**src/capture_compare_pkg.sv**
```systemverilog
/*
  Constants shared by the 16-bit capture/compare timer: register indices,
  field positions, codes of the clock, action and edge selections, and
  reset values.
  Assumes a 16-bit register port with word addresses and a 10 MHz clock.
*/
`default_nettype none
package capture_compare_pkg;

  localparam int ADDR_W = 4;
  localparam int DATA_W = 16;
  localparam int CHANNELS = 4;

  // Register indices on the word-addressed register port.
  localparam logic [3:0] ADDR_CONTROL = 4'h0;
  localparam logic [3:0] ADDR_CHANNEL_CFG = 4'h1;
  localparam logic [3:0] ADDR_STATUS = 4'h2;
  localparam logic [3:0] ADDR_COUNT = 4'h3;
  localparam logic [3:0] ADDR_GENERAL_A = 4'h4;
  localparam logic [3:0] ADDR_GENERAL_D = 4'h7;
  localparam logic [3:0] ADDR_OUT_LEVEL = 4'h8;

  // Control register fields.
  localparam int CTRL_RUN = 0;
  localparam int CTRL_CLK_LO = 1;
  localparam int CTRL_CLK_HI = 3;
  localparam int CTRL_PWM = 4;
  localparam int CTRL_CLR_LO = 5;
  localparam int CTRL_CLR_HI = 7;
  localparam int CTRL_BUF_LO = 8;
  localparam logic [15:0] CONTROL_RESET = 16'h0000;

  // Clock source codes.
  localparam logic [2:0] CLK_DIV1 = 3'h0;
  localparam logic [2:0] CLK_DIV2 = 3'h1;
  localparam logic [2:0] CLK_DIV4 = 3'h2;
  localparam logic [2:0] CLK_DIV8 = 3'h3;
  localparam logic [2:0] CLK_EXT = 3'h4;

  // Clear source code zero means no clearing; code n clears on match of register n-1.
  localparam logic [2:0] CLR_NONE = 3'h0;

  // Per channel configuration: four bits each.
  localparam int CFG_BITS = 4;
  localparam int CFG_SEL_LO = 0;
  localparam int CFG_CAPTURE = 2;
  localparam logic [15:0] CHANNEL_CFG_RESET = 16'h0000;

  // Compare action codes and capture edge bits share the two select bits.
  localparam logic [1:0] ACT_NONE = 2'h0;
  localparam logic [1:0] ACT_LOW = 2'h1;
  localparam logic [1:0] ACT_HIGH = 2'h2;
  localparam logic [1:0] ACT_TOGGLE = 2'h3;
  localparam int EDGE_RISE = 0;
  localparam int EDGE_FALL = 1;

  // Status layout: wrap flag, three reserved ones, flags D to A.
  localparam int STAT_WRAP = 7;
  localparam int STAT_RSV_LO = 4;
  localparam logic [2:0] STAT_RSV_VALUE = 3'h7;
  localparam int FLAGS = 5;
  localparam int FLAG_WRAP = 4;

  localparam logic [15:0] COUNT_MAX = 16'hffff;
  localparam logic [15:0] COUNT_ZERO = 16'h0000;
  localparam logic [15:0] GENERAL_RESET = 16'hffff;

endpackage : capture_compare_pkg
`default_nettype wire

```
**src/capture_compare_timer.sv**
```systemverilog
/*
  Sixteen-bit capture/compare timer with four general registers, buffering
  pairs, compare-driven outputs, edge-selected capture, clear on match, PWM
  and five request flags.
  Assumes one 10 MHz clock, a register port of one-cycle strobes, and timer
  pins that are asynchronous to the clock.
*/
// Decided for this implementation: the register addresses and strobed register access.
`timescale 1ns/1ns
`default_nettype none

// What this block does
// - Sixteen-bit counter compared or captured per register.
// - Five clock sources: divide 1,2,4,8, external.
// - External source counts pin events.
// - Each register chooses compare or capture.
// - Two pairs; one register buffers its partner.
// - Compare match drives low, high or toggle.
// - Capture on rising, falling or both edges.
// - Counter clears on selected compare match.
// - PWM mode drives up to three outputs.
// - Software presets output levels before counting.
// - Five requests: four channels plus overflow.
// - Wrap flag in bit seven on overflow.
// - Flags clear by read-one then write-zero.
// - Flag D on match or capture of D.
// - Flag C on match or capture of C.
// - Status bits six to four read one.
module capture_compare_timer #(
  parameter int WIDTH = 16
) (
  // Clock and reset
  input  wire logic                                      CLK,
  input  wire logic                                      NRST,
  // Register port
  input  wire logic [capture_compare_pkg::ADDR_W-1:0]    ADDR,
  input  wire logic [capture_compare_pkg::DATA_W-1:0]    WDATA,
  input  wire logic                                      WR,
  input  wire logic                                      RD,
  output var  logic [capture_compare_pkg::DATA_W-1:0]    RDATA,
  // Timer pins
  input  wire logic                                      EVENT_CLK,
  input  wire logic [capture_compare_pkg::CHANNELS-1:0]  CAPTURE_IN,
  output var  logic [capture_compare_pkg::CHANNELS-1:0]  COMPARE_OUT,
  output var  logic [capture_compare_pkg::CHANNELS-1:0]  COMPARE_OE,
  // Request lines, one per flag
  output var  logic [capture_compare_pkg::FLAGS-1:0]     REQUEST
);

  localparam int N = capture_compare_pkg::CHANNELS;

  typedef struct packed {
    logic [WIDTH-1:0]                         count_value;
    logic [N-1:0][WIDTH-1:0]                  general;
    logic [15:0]                              control;
    logic [15:0]                              channel_cfg;
    logic [capture_compare_pkg::FLAGS-1:0]    flag;
    logic [capture_compare_pkg::FLAGS-1:0]    armed;
    logic [N-1:0]                             level;
    logic [N-1:0]                             drive;
    logic [2:0]                               prescale;
    logic                                     event_s1;
    logic                                     event_s2;
    logic                                     event_last;
    logic [N-1:0]                             capture_s1;
    logic [N-1:0]                             capture_s2;
    logic [N-1:0]                             capture_last;
    logic [capture_compare_pkg::DATA_W-1:0]   rdata;
  } state_type;

  state_type s;
  state_type next_s;

  assign RDATA = s.rdata;
  assign COMPARE_OUT = s.level;
  assign COMPARE_OE = s.drive;
  assign REQUEST = s.flag;

  always_comb begin
    logic                             run;
    logic [2:0]                       clk_sel;
    logic [2:0]                       clr_sel;
    logic                             pwm;
    logic                             tick;
    logic [N-1:0]                     is_capture;
    logic [N-1:0]                     is_buffer;
    logic [N-1:0]                     match;
    logic [N-1:0]                     captured;
    logic [N-1:0]                     rise;
    logic [N-1:0]                     fall;
    logic [1:0]                       sel;
    logic                             clear_hit;
    logic [capture_compare_pkg::FLAGS-1:0] set_flag;
    logic [7:0]                       status_view;
    logic [3:0]                       gidx;
    next_s = s;
    run = s.control[capture_compare_pkg::CTRL_RUN];
    clk_sel = s.control[capture_compare_pkg::CTRL_CLK_HI:capture_compare_pkg::CTRL_CLK_LO];
    clr_sel = s.control[capture_compare_pkg::CTRL_CLR_HI:capture_compare_pkg::CTRL_CLR_LO];
    pwm = s.control[capture_compare_pkg::CTRL_PWM];
    is_capture = '0;
    is_buffer = '0;
    match = '0;
    captured = '0;
    set_flag = '0;
    sel = capture_compare_pkg::ACT_NONE;
    clear_hit = 1'b0;
    gidx = 4'h0;

    // Pins pass two flops; edges are taken from the second stage only.
    next_s.event_s1 = EVENT_CLK;
    next_s.event_s2 = s.event_s1;
    next_s.event_last = s.event_s2;
    next_s.capture_s1 = CAPTURE_IN;
    next_s.capture_s2 = s.capture_s1;
    next_s.capture_last = s.capture_s2;
    rise = s.capture_s2 & ~s.capture_last;
    fall = ~s.capture_s2 & s.capture_last;

    // Prescaler runs freely so that a source change takes effect at once.
    next_s.prescale = s.prescale + 3'h1;
    unique case (clk_sel)
      capture_compare_pkg::CLK_DIV1: tick = 1'b1;
      capture_compare_pkg::CLK_DIV2: tick = s.prescale[0];
      capture_compare_pkg::CLK_DIV4: tick = &s.prescale[1:0];
      capture_compare_pkg::CLK_DIV8: tick = &s.prescale;
      capture_compare_pkg::CLK_EXT:  tick = s.event_s2 & ~s.event_last;
      default:                       tick = 1'b0;
    endcase
    tick = tick & run;

    for (int i = 0; i < N; i++) begin
      is_capture[i] = s.channel_cfg[i*capture_compare_pkg::CFG_BITS + capture_compare_pkg::CFG_CAPTURE];
    end
    for (int p = 0; p < N/2; p++) begin
      is_buffer[p+N/2] = s.control[capture_compare_pkg::CTRL_BUF_LO + p];
    end

    for (int i = 0; i < N; i++) begin
      sel = s.channel_cfg[i*capture_compare_pkg::CFG_BITS + capture_compare_pkg::CFG_SEL_LO +: 2];
      if (!is_buffer[i]) begin
        if (is_capture[i]) begin
          captured[i] = (sel[capture_compare_pkg::EDGE_RISE] & rise[i])
                      | (sel[capture_compare_pkg::EDGE_FALL] & fall[i]);
        end else begin
          match[i] = tick && (s.count_value == s.general[i]);
        end
      end
    end

    // Compare outputs; PWM mode takes channels B to D over.
    for (int i = 0; i < N; i++) begin
      sel = s.channel_cfg[i*capture_compare_pkg::CFG_BITS + capture_compare_pkg::CFG_SEL_LO +: 2];
      next_s.drive[i] = ~is_capture[i] & ~is_buffer[i];
      if (pwm && i > 0) begin
        if (match[0]) begin
          next_s.level[i] = 1'b1;
        end
        if (match[i]) begin
          next_s.level[i] = 1'b0;
        end
      end else if (match[i]) begin
        unique case (sel)
          capture_compare_pkg::ACT_NONE:   next_s.level[i] = s.level[i];
          capture_compare_pkg::ACT_LOW:    next_s.level[i] = 1'b0;
          capture_compare_pkg::ACT_HIGH:   next_s.level[i] = 1'b1;
          capture_compare_pkg::ACT_TOGGLE: next_s.level[i] = ~s.level[i];
        endcase
      end
    end

    // Counter: clear on the selected match, else count.
    for (int i = 0; i < N; i++) begin
      if (clr_sel == 3'(i + 1) && match[i]) begin
        clear_hit = 1'b1;
      end
    end
    if (tick) begin
      next_s.count_value = clear_hit ? WIDTH'(capture_compare_pkg::COUNT_ZERO)
                                     : s.count_value + WIDTH'(1);
    end
    set_flag[capture_compare_pkg::FLAG_WRAP] = tick && !clear_hit
        && (s.count_value == WIDTH'(capture_compare_pkg::COUNT_MAX));

    // Capture and buffer transfers.
    for (int p = 0; p < N/2; p++) begin
      if (is_buffer[p+N/2] && match[p]) begin
        next_s.general[p] = s.general[p+N/2];
      end
    end
    for (int i = 0; i < N; i++) begin
      if (captured[i]) begin
        next_s.general[i] = s.count_value;
        if (i < N/2 && is_buffer[i+N/2]) begin
          next_s.general[(i+N/2)%N] = s.general[i];
        end
      end
    end
    set_flag[N-1:0] = match | captured;

    // Register port.
    status_view = {s.flag[capture_compare_pkg::FLAG_WRAP], capture_compare_pkg::STAT_RSV_VALUE,
                   s.flag[N-1:0]};
    next_s.rdata = '0;
    if (RD) begin
      gidx = ADDR - capture_compare_pkg::ADDR_GENERAL_A;
      if (ADDR == capture_compare_pkg::ADDR_CONTROL) begin
        next_s.rdata = s.control;
      end else if (ADDR == capture_compare_pkg::ADDR_CHANNEL_CFG) begin
        next_s.rdata = s.channel_cfg;
      end else if (ADDR == capture_compare_pkg::ADDR_STATUS) begin
        next_s.rdata = {8'h00, status_view};
        next_s.armed = s.armed | s.flag;
      end else if (ADDR == capture_compare_pkg::ADDR_COUNT) begin
        next_s.rdata = 16'(s.count_value);
      end else if (ADDR >= capture_compare_pkg::ADDR_GENERAL_A
                   && ADDR <= capture_compare_pkg::ADDR_GENERAL_D) begin
        next_s.rdata = 16'(s.general[gidx[1:0]]);
      end else if (ADDR == capture_compare_pkg::ADDR_OUT_LEVEL) begin
        next_s.rdata = {12'h000, s.level};
      end
    end
    if (WR) begin
      gidx = ADDR - capture_compare_pkg::ADDR_GENERAL_A;
      if (ADDR == capture_compare_pkg::ADDR_CONTROL) begin
        next_s.control = WDATA;
      end else if (ADDR == capture_compare_pkg::ADDR_CHANNEL_CFG) begin
        next_s.channel_cfg = WDATA;
      end else if (ADDR == capture_compare_pkg::ADDR_STATUS) begin
        // Only a flag seen as one by an earlier read may be cleared by a zero.
        for (int f = 0; f < capture_compare_pkg::FLAGS; f++) begin
          if (s.armed[f] && !WDATA[f == capture_compare_pkg::FLAG_WRAP ? capture_compare_pkg::STAT_WRAP : f]) begin
            next_s.flag[f] = 1'b0;
          end
        end
        next_s.armed = '0;
      end else if (ADDR == capture_compare_pkg::ADDR_COUNT) begin
        next_s.count_value = WIDTH'(WDATA);
      end else if (ADDR >= capture_compare_pkg::ADDR_GENERAL_A
                   && ADDR <= capture_compare_pkg::ADDR_GENERAL_D) begin
        next_s.general[gidx[1:0]] = WIDTH'(WDATA);
      end else if (ADDR == capture_compare_pkg::ADDR_OUT_LEVEL) begin
        next_s.level = WDATA[N-1:0];
      end
    end
    // A hardware event in the clearing cycle wins over the clear.
    next_s.flag = next_s.flag | set_flag;
  end

  always_ff @(posedge CLK or negedge NRST) begin
    if (!NRST) begin
      s <= '0;
      s.control <= capture_compare_pkg::CONTROL_RESET;
      s.channel_cfg <= capture_compare_pkg::CHANNEL_CFG_RESET;
      s.general <= {N{WIDTH'(capture_compare_pkg::GENERAL_RESET)}};
    end else begin
      s <= next_s;
    end
  end

endmodule : capture_compare_timer
`default_nettype wire

```
**config.mk**
```make
export PLATFORM = sky130hd
export DESIGN_NAME = capture_compare_timer
export DESIGN_NICKNAME = d
export VERILOG_FILES = /design/src/capture_compare_pkg.sv /design/src/capture_compare_timer.sv
export SDC_FILE = /design/constraint.sdc
export NUM_CORES = 1
export LEC_CHECK = 0
export ABC_AREA = 1
export BUFFER_PORTS_ARGS = -buffer_cell sky130_fd_sc_hd__clkbuf_2
export CELL_PAD_IN_SITES_DETAIL_PLACEMENT = 0
export CELL_PAD_IN_SITES_GLOBAL_PLACEMENT = 1
export CORE_UTILIZATION = 41
export DETAILED_ROUTE_END_ITERATION = 10
export PLACE_DENSITY = 0.83
export RECOVER_POWER = 25
export SETUP_SLACK_MARGIN = 0.5
export SLEW_MARGIN = 20
export SYNTH_ARGS = -nofsm -noshare
export SYNTH_HDL_FRONTEND = slang
export SYNTH_SLANG_ARGS = --single-unit
```
**constraint.sdc**
```tcl
create_clock -name CLK -period 2.1 [get_ports CLK]
set_input_delay 0.21 -clock CLK [delete_from_list [all_inputs] [get_ports CLK]]
set_output_delay 0.21 -clock CLK [all_outputs]
set_load 0.005 [all_outputs]
```
## Word-level counts from Yosys, hierarchy flattened

Index checks and enable logic that the tools add are counted.

| cells by class | value |
|---|---|
| order comparisons | 4 |
| muxes and demuxes | 83 |
| eq/ne operators | 29 |
| reductions and logical operators | 35 |
| bitwise operators | 35 |
| add/sub/neg operators | 3 |

Operator list:

| cell | count |
|---|---|
| two-way mux 16 bit | 23 |
| two-way mux 80 bit | 3 |
| two-way mux 64 bit | 2 |
| two-way mux 126 bit | 1 |
| bitwise mux 64 bit | 1 |
| equality test 16 bit | 4 |
| two-way mux 1 bit | 34 |
| binary-select mux 16 bit (select 2 bit) | 1 |
| demux 16 bit (select 2 bit) | 1 |
| two-way mux 30 bit | 1 |
| two-way mux 4 bit | 5 |
| two-way mux 5 bit | 4 |
| logical AND 1 bit | 19 |
| adder 16 x 1 -> 16 bit, second input constant | 1 |
| equality test 16 bit, second input constant | 1 |
| equality test 2 bit, second input constant | 8 |
| case mux 1 bit (4 select lines) | 4 |
| two-way mux 14 bit | 1 |
| bitwise AND 1 bit | 12 |
| equality test 3 x 2 -> 1 bit, second input constant | 4 |
| inverter 1 bit | 12 |
| two-way mux 10 bit | 1 |
| OR 5 bit | 2 |
| bitwise AND 4 bit | 2 |
| 22 further kinds | 42 |

| word-level totals | value |
|---|---|
| logic and storage cells | 208 |
| register bits | 164 |
| output and inout bits | 29 |

## Longest topological paths before layout

Gate-level depths: netlist of the first run.

| depth | value |
|---|---|
| word-level depth | 19 |
| mapped depth | 15 |
| mapped depth without buffers | 14 |

## Worst setup path after synthesis of the first run

No wires, ideal clock.

| timing path | value |
|---|---|
| path kind | flip-flop to flip-flop |
| from | register s[31] in the netlist's numbering |
| to | register s[162] in the netlist's numbering |
| path buffers | 1 |
| required time | 2023 ps |
| arrival time | 1890 ps |
| clock period less this slack | 1967 ps |
| stages on the path, launching flop included | 15 |
| slack | 133 ps |
| cell sequence | dfrtp_1 -> ha_1 -> ha_1 -> inv_1 -> nand2_1 -> nand3_1 -> nand2_1 -> nand3_1 -> nor2_1 -> nand2_1 -> nor2_2 -> nor2_4 -> buf_4 -> nand3_1 -> a21oi_1 |

RTL lines:

| item | RTL line | text |
|---|---|---|
| start: declaration | capture_compare_timer.sv:71 | `state_type s;` |
| start signal: assignment | capture_compare_timer.sv:257 | `s <= next_s;` |

==> results of run 1 <==
==> worst reg2reg max path, delay by kind of cell (launching register included) <==
| kind | cells | cell delay [ns] |
|---|---|---|
| simple gates | 8 | 1.19 |
| flops | 1 | 0.42 |
| buf+inv | 2 | 0.29 |
| compound gates | 2 | 0.22 |
==> through the flow <==
step / TNS [ns] / utilization [%] / hold slack (ns) / cell area, um2
after CTS: 0 / 52.0 / 0.0630 / 13100
after detailed placement: -1.82 / 46.9 / 0.258 / 11800
after global placement: -1.97 / 46.9 / 0.254 / 11800
final: -0.588 / 55.7 / 0.0732 / 14100
after global routing: -2.93 / 55.7 / 0.0682 / 14100
after floorplan: 0 / - / -0.0856 / 10600
==> layer usage <==
metal | vias up | part of all wire [%] | global-route usage [%]
li1 | 5112 | - | -
met1 | 5486 | 42 | 43.7
met2 | 665 | 45 | 50.0
met3 | 142 | 8.4 | 5.37
met4 | 2 | 5.1 | 15.2
met5 | - | 0.025 | 0
==> layout by cell type (no fill, tap or decap), drive strengths merged, types with 6 or more instances in the layout <==
cell	n
a21oi	132
a31oi	23
buf	178
clkbuf	77
clkinv	9
dfrtp	100
dfstp	64
dlygate4sd3	6
inv	211
nand2	336
nand3	100
nand4	11
nor2	153
nor3	12
o211ai	8
o21ai	141
o22ai	25
xnor2	18
xor2	14
==> path summary, 6_finish.rpt <==
kind	cells after the start	slack, ns	start	endpoint
setup / recovery	12	-0.07	s[154]	s[88]
hold / removal	3	0.07	WDATA[5]	s[105]
setup reg to reg	12	-0.07	s[154]	s[88]
hold reg to reg	0	0.34	next_s[20]	next_s[16]
max in group asynchronous	3	0.99	NRST	s[86]
min in group asynchronous	2	0.33	NRST	s[28]
==> sequential cells by signal, indices dropped and copies added, names as in the netlist <==
signal	count
next_s	10
COMPARE_OE	4
COMPARE_OUT	4
REQUEST	5
RDATA	16
s	125
==> repair_timing <==
item,CTS,global route
cloned,4,5
endpoints found under the hold margin,57,0
gates resized for setup,118,184
hold buffers,6,0
pin swaps,23,47
buffers inserted,26,17
endpoints found under the setup margin,92,97
==> power by group through the flow <==
| stage | Combinational (W) | Sequential, W | Clock [W] |
|---|---|---|---|
| 4_1_cts | 0.00810 | 0.00561 | 0.00322 |
| 2_1_floorplan | 0.00485 | 0.00519 | 0 |
| 6_report | 0.00942 | 0.00573 | 0.00321 |
| 3_5_place_dp | 0.00751 | 0.00562 | 0 |
| 3_3_place_gp | 0.00749 | 0.00560 | 0 |
| 5_1_grt | 0.00998 | 0.00583 | 0.00335 |
==> logic make-up after synthesis <==
group	count (synthesis)	share of synthesized area, %
AND/OR/NAND/NOR	627	25.9
AO/OA/AOI/OAI	348	18.2
buffers and inverters	309	13.3
flip-flops	164	39.6
XOR/XNOR	32	2.65
adder cells (fa/ha/maj)	3	0.355
==> layout make-up <==
cell class / instances / area [um2]
diodes: 1 / 2.50
clock buffers: 17 / 425
clock inverters: 15 / 159
fillers: 2342 / 11200
inverters: 208 / 823
multi-input cells: 1010 / 5880
flip-flops and latches: 164 / 4200
well taps: 330 / 413
repair buffers: 244 / 2160
repair inverters: 1 / 8.76
==> results.cfg, run 1 <==
[clocking]
root_buffer = clkbuf_16
path_clk_slew_ns = 0.08
h-tree-depth = 4
cts.path.max_buffers = 2
clock-sinks = 164
insertion_delay_ns = 0.45
cts_tree = yes
cts_inserted_buffers = 17

[yosys]
synth.ff_latch_count = 164
synth_top_area_share_pct = 23.7
yosys.area.top_type = dfrtp_1
ys_types = 51
syn_inst = 1483
synth_seq_area_share_pct = 39.6
synthArstFlopShare_pct = 100
synth-main-ff-cell = dfrtp_1
yosys.cell_count.top_type = nand2_1
syn_avg_cell_area_um2 = 7.13
synth_area_leaders = dfrtp_1 (24%), dfstp_2 (16%), nand2_1 (11%)
synth_common_cells = nand2_1 (321), inv_1 (190), nor2_1 (141), o21ai_0 (139), a21oi_1 (122)
synth_area_um2 = 10600
yosys_warnings = 0
syn-num-nets = 1515
synth_edf_count = 0

[grt]
grt_first_pass_wirelength_um = 62900
grt_pass1_vias = 10400
overflow = 0
grt_max_degree = 66
antenna_found_initial = 2
grtUsageTotal_pct = 32.2

[finish]
area_delta_synth_final_pct = 33.1
num-nets-final = 1678
layout-drive-gt1-share_pct = 35.7
fin_cells = 1990

[floorplanning]
die_area_um2 = 26400
start_util_pct = 41.9
die_x_um = 163
pin_count = 58
rows = 58
core_um2 = 25300
die-height_um = 163

[power_and_ir_drop]
pwr_density_cell_nw_per_um2 = 1300
netSwitchingPower_w = 0.00819
finalPower_w = 0.0184
irDropWorstVdd_mv = 0.648
switching_share_pct = 44.6
p_leak_nw = 6.57
clockPowerShare_pct = 17.5
pwr-share-comb_pct = 51.3
seqPwrFrac_pct = 31.2
power.internal_w = 0.0102

[detailed_routing]
post_drt_wl_per_cell_um = 22.2
first_iter_violations = 1430
dr.pass1.iters = 6
ant_nets = 0
drc_errors = 0
via_count = 11400
vias_per_cell = 5.73
routed_wl_um = 44300

[sta]
setup_viol = 24
worst_pin_slew_ns = 0.641
fin_crit_sh_pct = 103
worst_slack_ns = -0.0697
final.setup_skew_ns = 0.0159
hold_viol_final = 0
fmax_ghz = 0.461
slew_viol_final = 0
slew_headroom_pct = 57.3
fin_crit_ns = 2.17
grt_setup_unrepaired = yes

[outcome]
violations = negative setup slack
status = complete, but fails checks

[place]
dp_hpwl_um = 30600
gp_congestion = 0.990
place_inst = 1899
numPortBuffers = 57
dpl_worst_slack_ns = -0.147

[setup_path]
slowest_delay_ns = 0.42
cp_num_buf_inv = 2
cp_slowest_cell = dfrtp_1
crit_fanout = 9
worst_ep_arrival_time_ns = 2.55
crit_type = register to register
cp_data_required_time_ns = 2.48
crit_family = simple AND/OR/NAND/NOR gates
cp_cell_sequence = inv_2 -> nand2_1 -> o21ai_0 -> nor2_1 -> nand3_1 -> nor2_4 -> nand2_4 -> nor2_8 -> clkinv_8 -> nand2_1 -> nand3_1 -> a21oi_2
start_kind = register
critPathCaptureType = register

[run]
drv_cap = 0

[min_path]
hold_class = input pin to register
(Power assumes the default switching activity.)
==> run 2: changes to the inputs <==
- MAX_ROUTING_LAYER: default -> met4
==> run 2 against run 1 <==
The run now ends clean. Total power about the same. Die area unchanged. Flip-flop and latch count unchanged. Critical path type unchanged. Largest cell class unchanged.
==> results.cfg, run 2 (synthesis gave the netlist of run 1 again) <==
[power_and_ir_drop]
p_leak_nw = 6.63
finalPower_w = 0.0184
pwr_density_cell_nw_per_um2 = 1310
irDropWorstVdd_mv = 0.584

[clocking]
cts.path.max_buffers = 2
h-tree-depth = 4
path_clk_slew_ns = 0.08
root_buffer = clkbuf_16
cts_tree = yes
clock-sinks = 164
insertion_delay_ns = 0.45
cts_inserted_buffers = 17

[setup_path]
startpoint = s[158]
worstReg2RegStart = s[158]
crit_fanout = 7
critPathCaptureType = register
start_kind = register
worstRegToRegCells = 10
cp_data_required_time_ns = 2.47
worst_ep_arrival_time_ns = 2.43
crit_type = register to register

[floorplanning]
core_um2 = 25300
die_x_um = 163
die_area_um2 = 26400
die-height_um = 163
pin_count = 58
start_util_pct = 41.9
rows = 58

[grt]
grt_pass1_vias = 10500
overflow = 0
antenna_found_initial = 0
grtUsageTotal_pct = 34.2
grt_max_degree = 63
grt_first_pass_wirelength_um = 64700

[place]
gp_congestion = 1.02
dp_hpwl_um = 31600
place_inst = 1914
numPortBuffers = 57
dpl_worst_slack_ns = -0.201

[detailed_routing]
via_count = 11400
dr.pass1.iters = 6
drc_errors = 0
post_drt_wl_per_cell_um = 22.4
first_iter_violations = 1417
vias_per_cell = 5.70
met2_length_um = 20500
routed_wl_um = 44600
dr.max_layer_used = met4
wl_met3_um = 4240
wl_met1_um = 18200
ant_nets = 0

[finish]
num-nets-final = 1683
diodes = 0
top_register = s
layout_common_cells = nand2_1 (284), inv_1 (175), buf_4 (135)
fin_cells = 1994
final_common_cell = nand2_1
largest_reg_flops = 125
area_delta_synth_final_pct = 32.5
layout-drive-gt1-share_pct = 35.5
n_fill_cell = 2370

[sta]
worst_pin_slew_ns = 0.721
hold_viol_final = 0
setup_viol = 0
whs_ns = 0.0729
worst_slack_ns = 0.0410
fmax_ghz = 0.486
grt_setup_unrepaired = yes
fin_crit_sh_pct = 98.0
slew_headroom_pct = 51.9
final.setup_skew_ns = 0.0140
fin_crit_ns = 2.06
slew_viol_final = 0

[min_path]
min_from = WDATA[11]
min_path_cells = 3
hold_class = input pin to register

[outcome]
status = finished clean

[run]
drv_cap = 0
-- run 2: changes by cell type in the layout (fill, tap and decap cells not counted), sizes merged --
cell / previous run / this run
clkbuf: 77 / 80
bufinv: 0 / 1
buf: 178 / 180
diode: 1 / 0
inv: 211 / 210
-- run 2: per-stage QoR --
step	utilization [%]	TNS [ns]	cell area, um2
after global placement	47.1	-0.966	11900
after detailed placement	47.1	-0.894	11900
after floorplan	-	0	10600
final	55.5	0	14000
after CTS	52.2	0	13200
after global routing	55.5	-0.700	14000
-- run 2: power breakdown --
group | switching (W) | leakage, nW | internal [W]
Combinational | 0.00556 | 4.45 | 0.00376
Sequential | 0.00105 | 1.89 | 0.00466
Clock | 0.00161 | 0.293 | 0.00171
Total | 0.00822 | 6.63 | 0.0101
-- run 2: final timing paths --
check,end,slack [ns]
worst max-delay path,s[104],0.04
worst min-delay path,s[143],0.07
worst max register to register,s[104],0.04
worst min register to register,next_s[18],0.35
max in group asynchronous,RDATA[4],0.91
min in group asynchronous,s[28],0.33
-- run 2: layout make-up --
class                      instances  area [um2]  share of cell area, %
multi-input combinational       1010        5850                   41.8
clock inverter                    15         179                   1.28
clock buffer                      17         425                   3.04
timing repair inverter             1        7.51                 0.0536
sequential                       164        4190                   29.9
timing repair buffer             249        2120                   15.1
tap                              330         413                   2.95
inverter                         208         818                   5.84
-- run 2: per-layer routing --
metal,track usage [%],vias up
li1,-,5125
met3,6.39,114
met2,52.4,661
met1,45.0,5468
met5,-,-
met4,12.1,0
-- run 2: timing repair --
item	CTS	global route
gates cloned	1	5
pin swaps	22	47
endpoints found under the hold margin	37	0
resized for setup	104	177
hold buffers	6	0
setup buffers	24	12
setup endpoints to repair	92	96
-- run 2: worst max-delay path: stages, from the launching register on --
cell and delay, ns:
dfrtp_1 0.41, buf_6 0.14, xnor2_1 0.31, nand3_4 0.14, nor3_2 0.16, buf_4 0.18, nand3_4 0.13, buf_8 0.19
nand2_1 0.07, nand3_1 0.10, a21oi_2 0.16
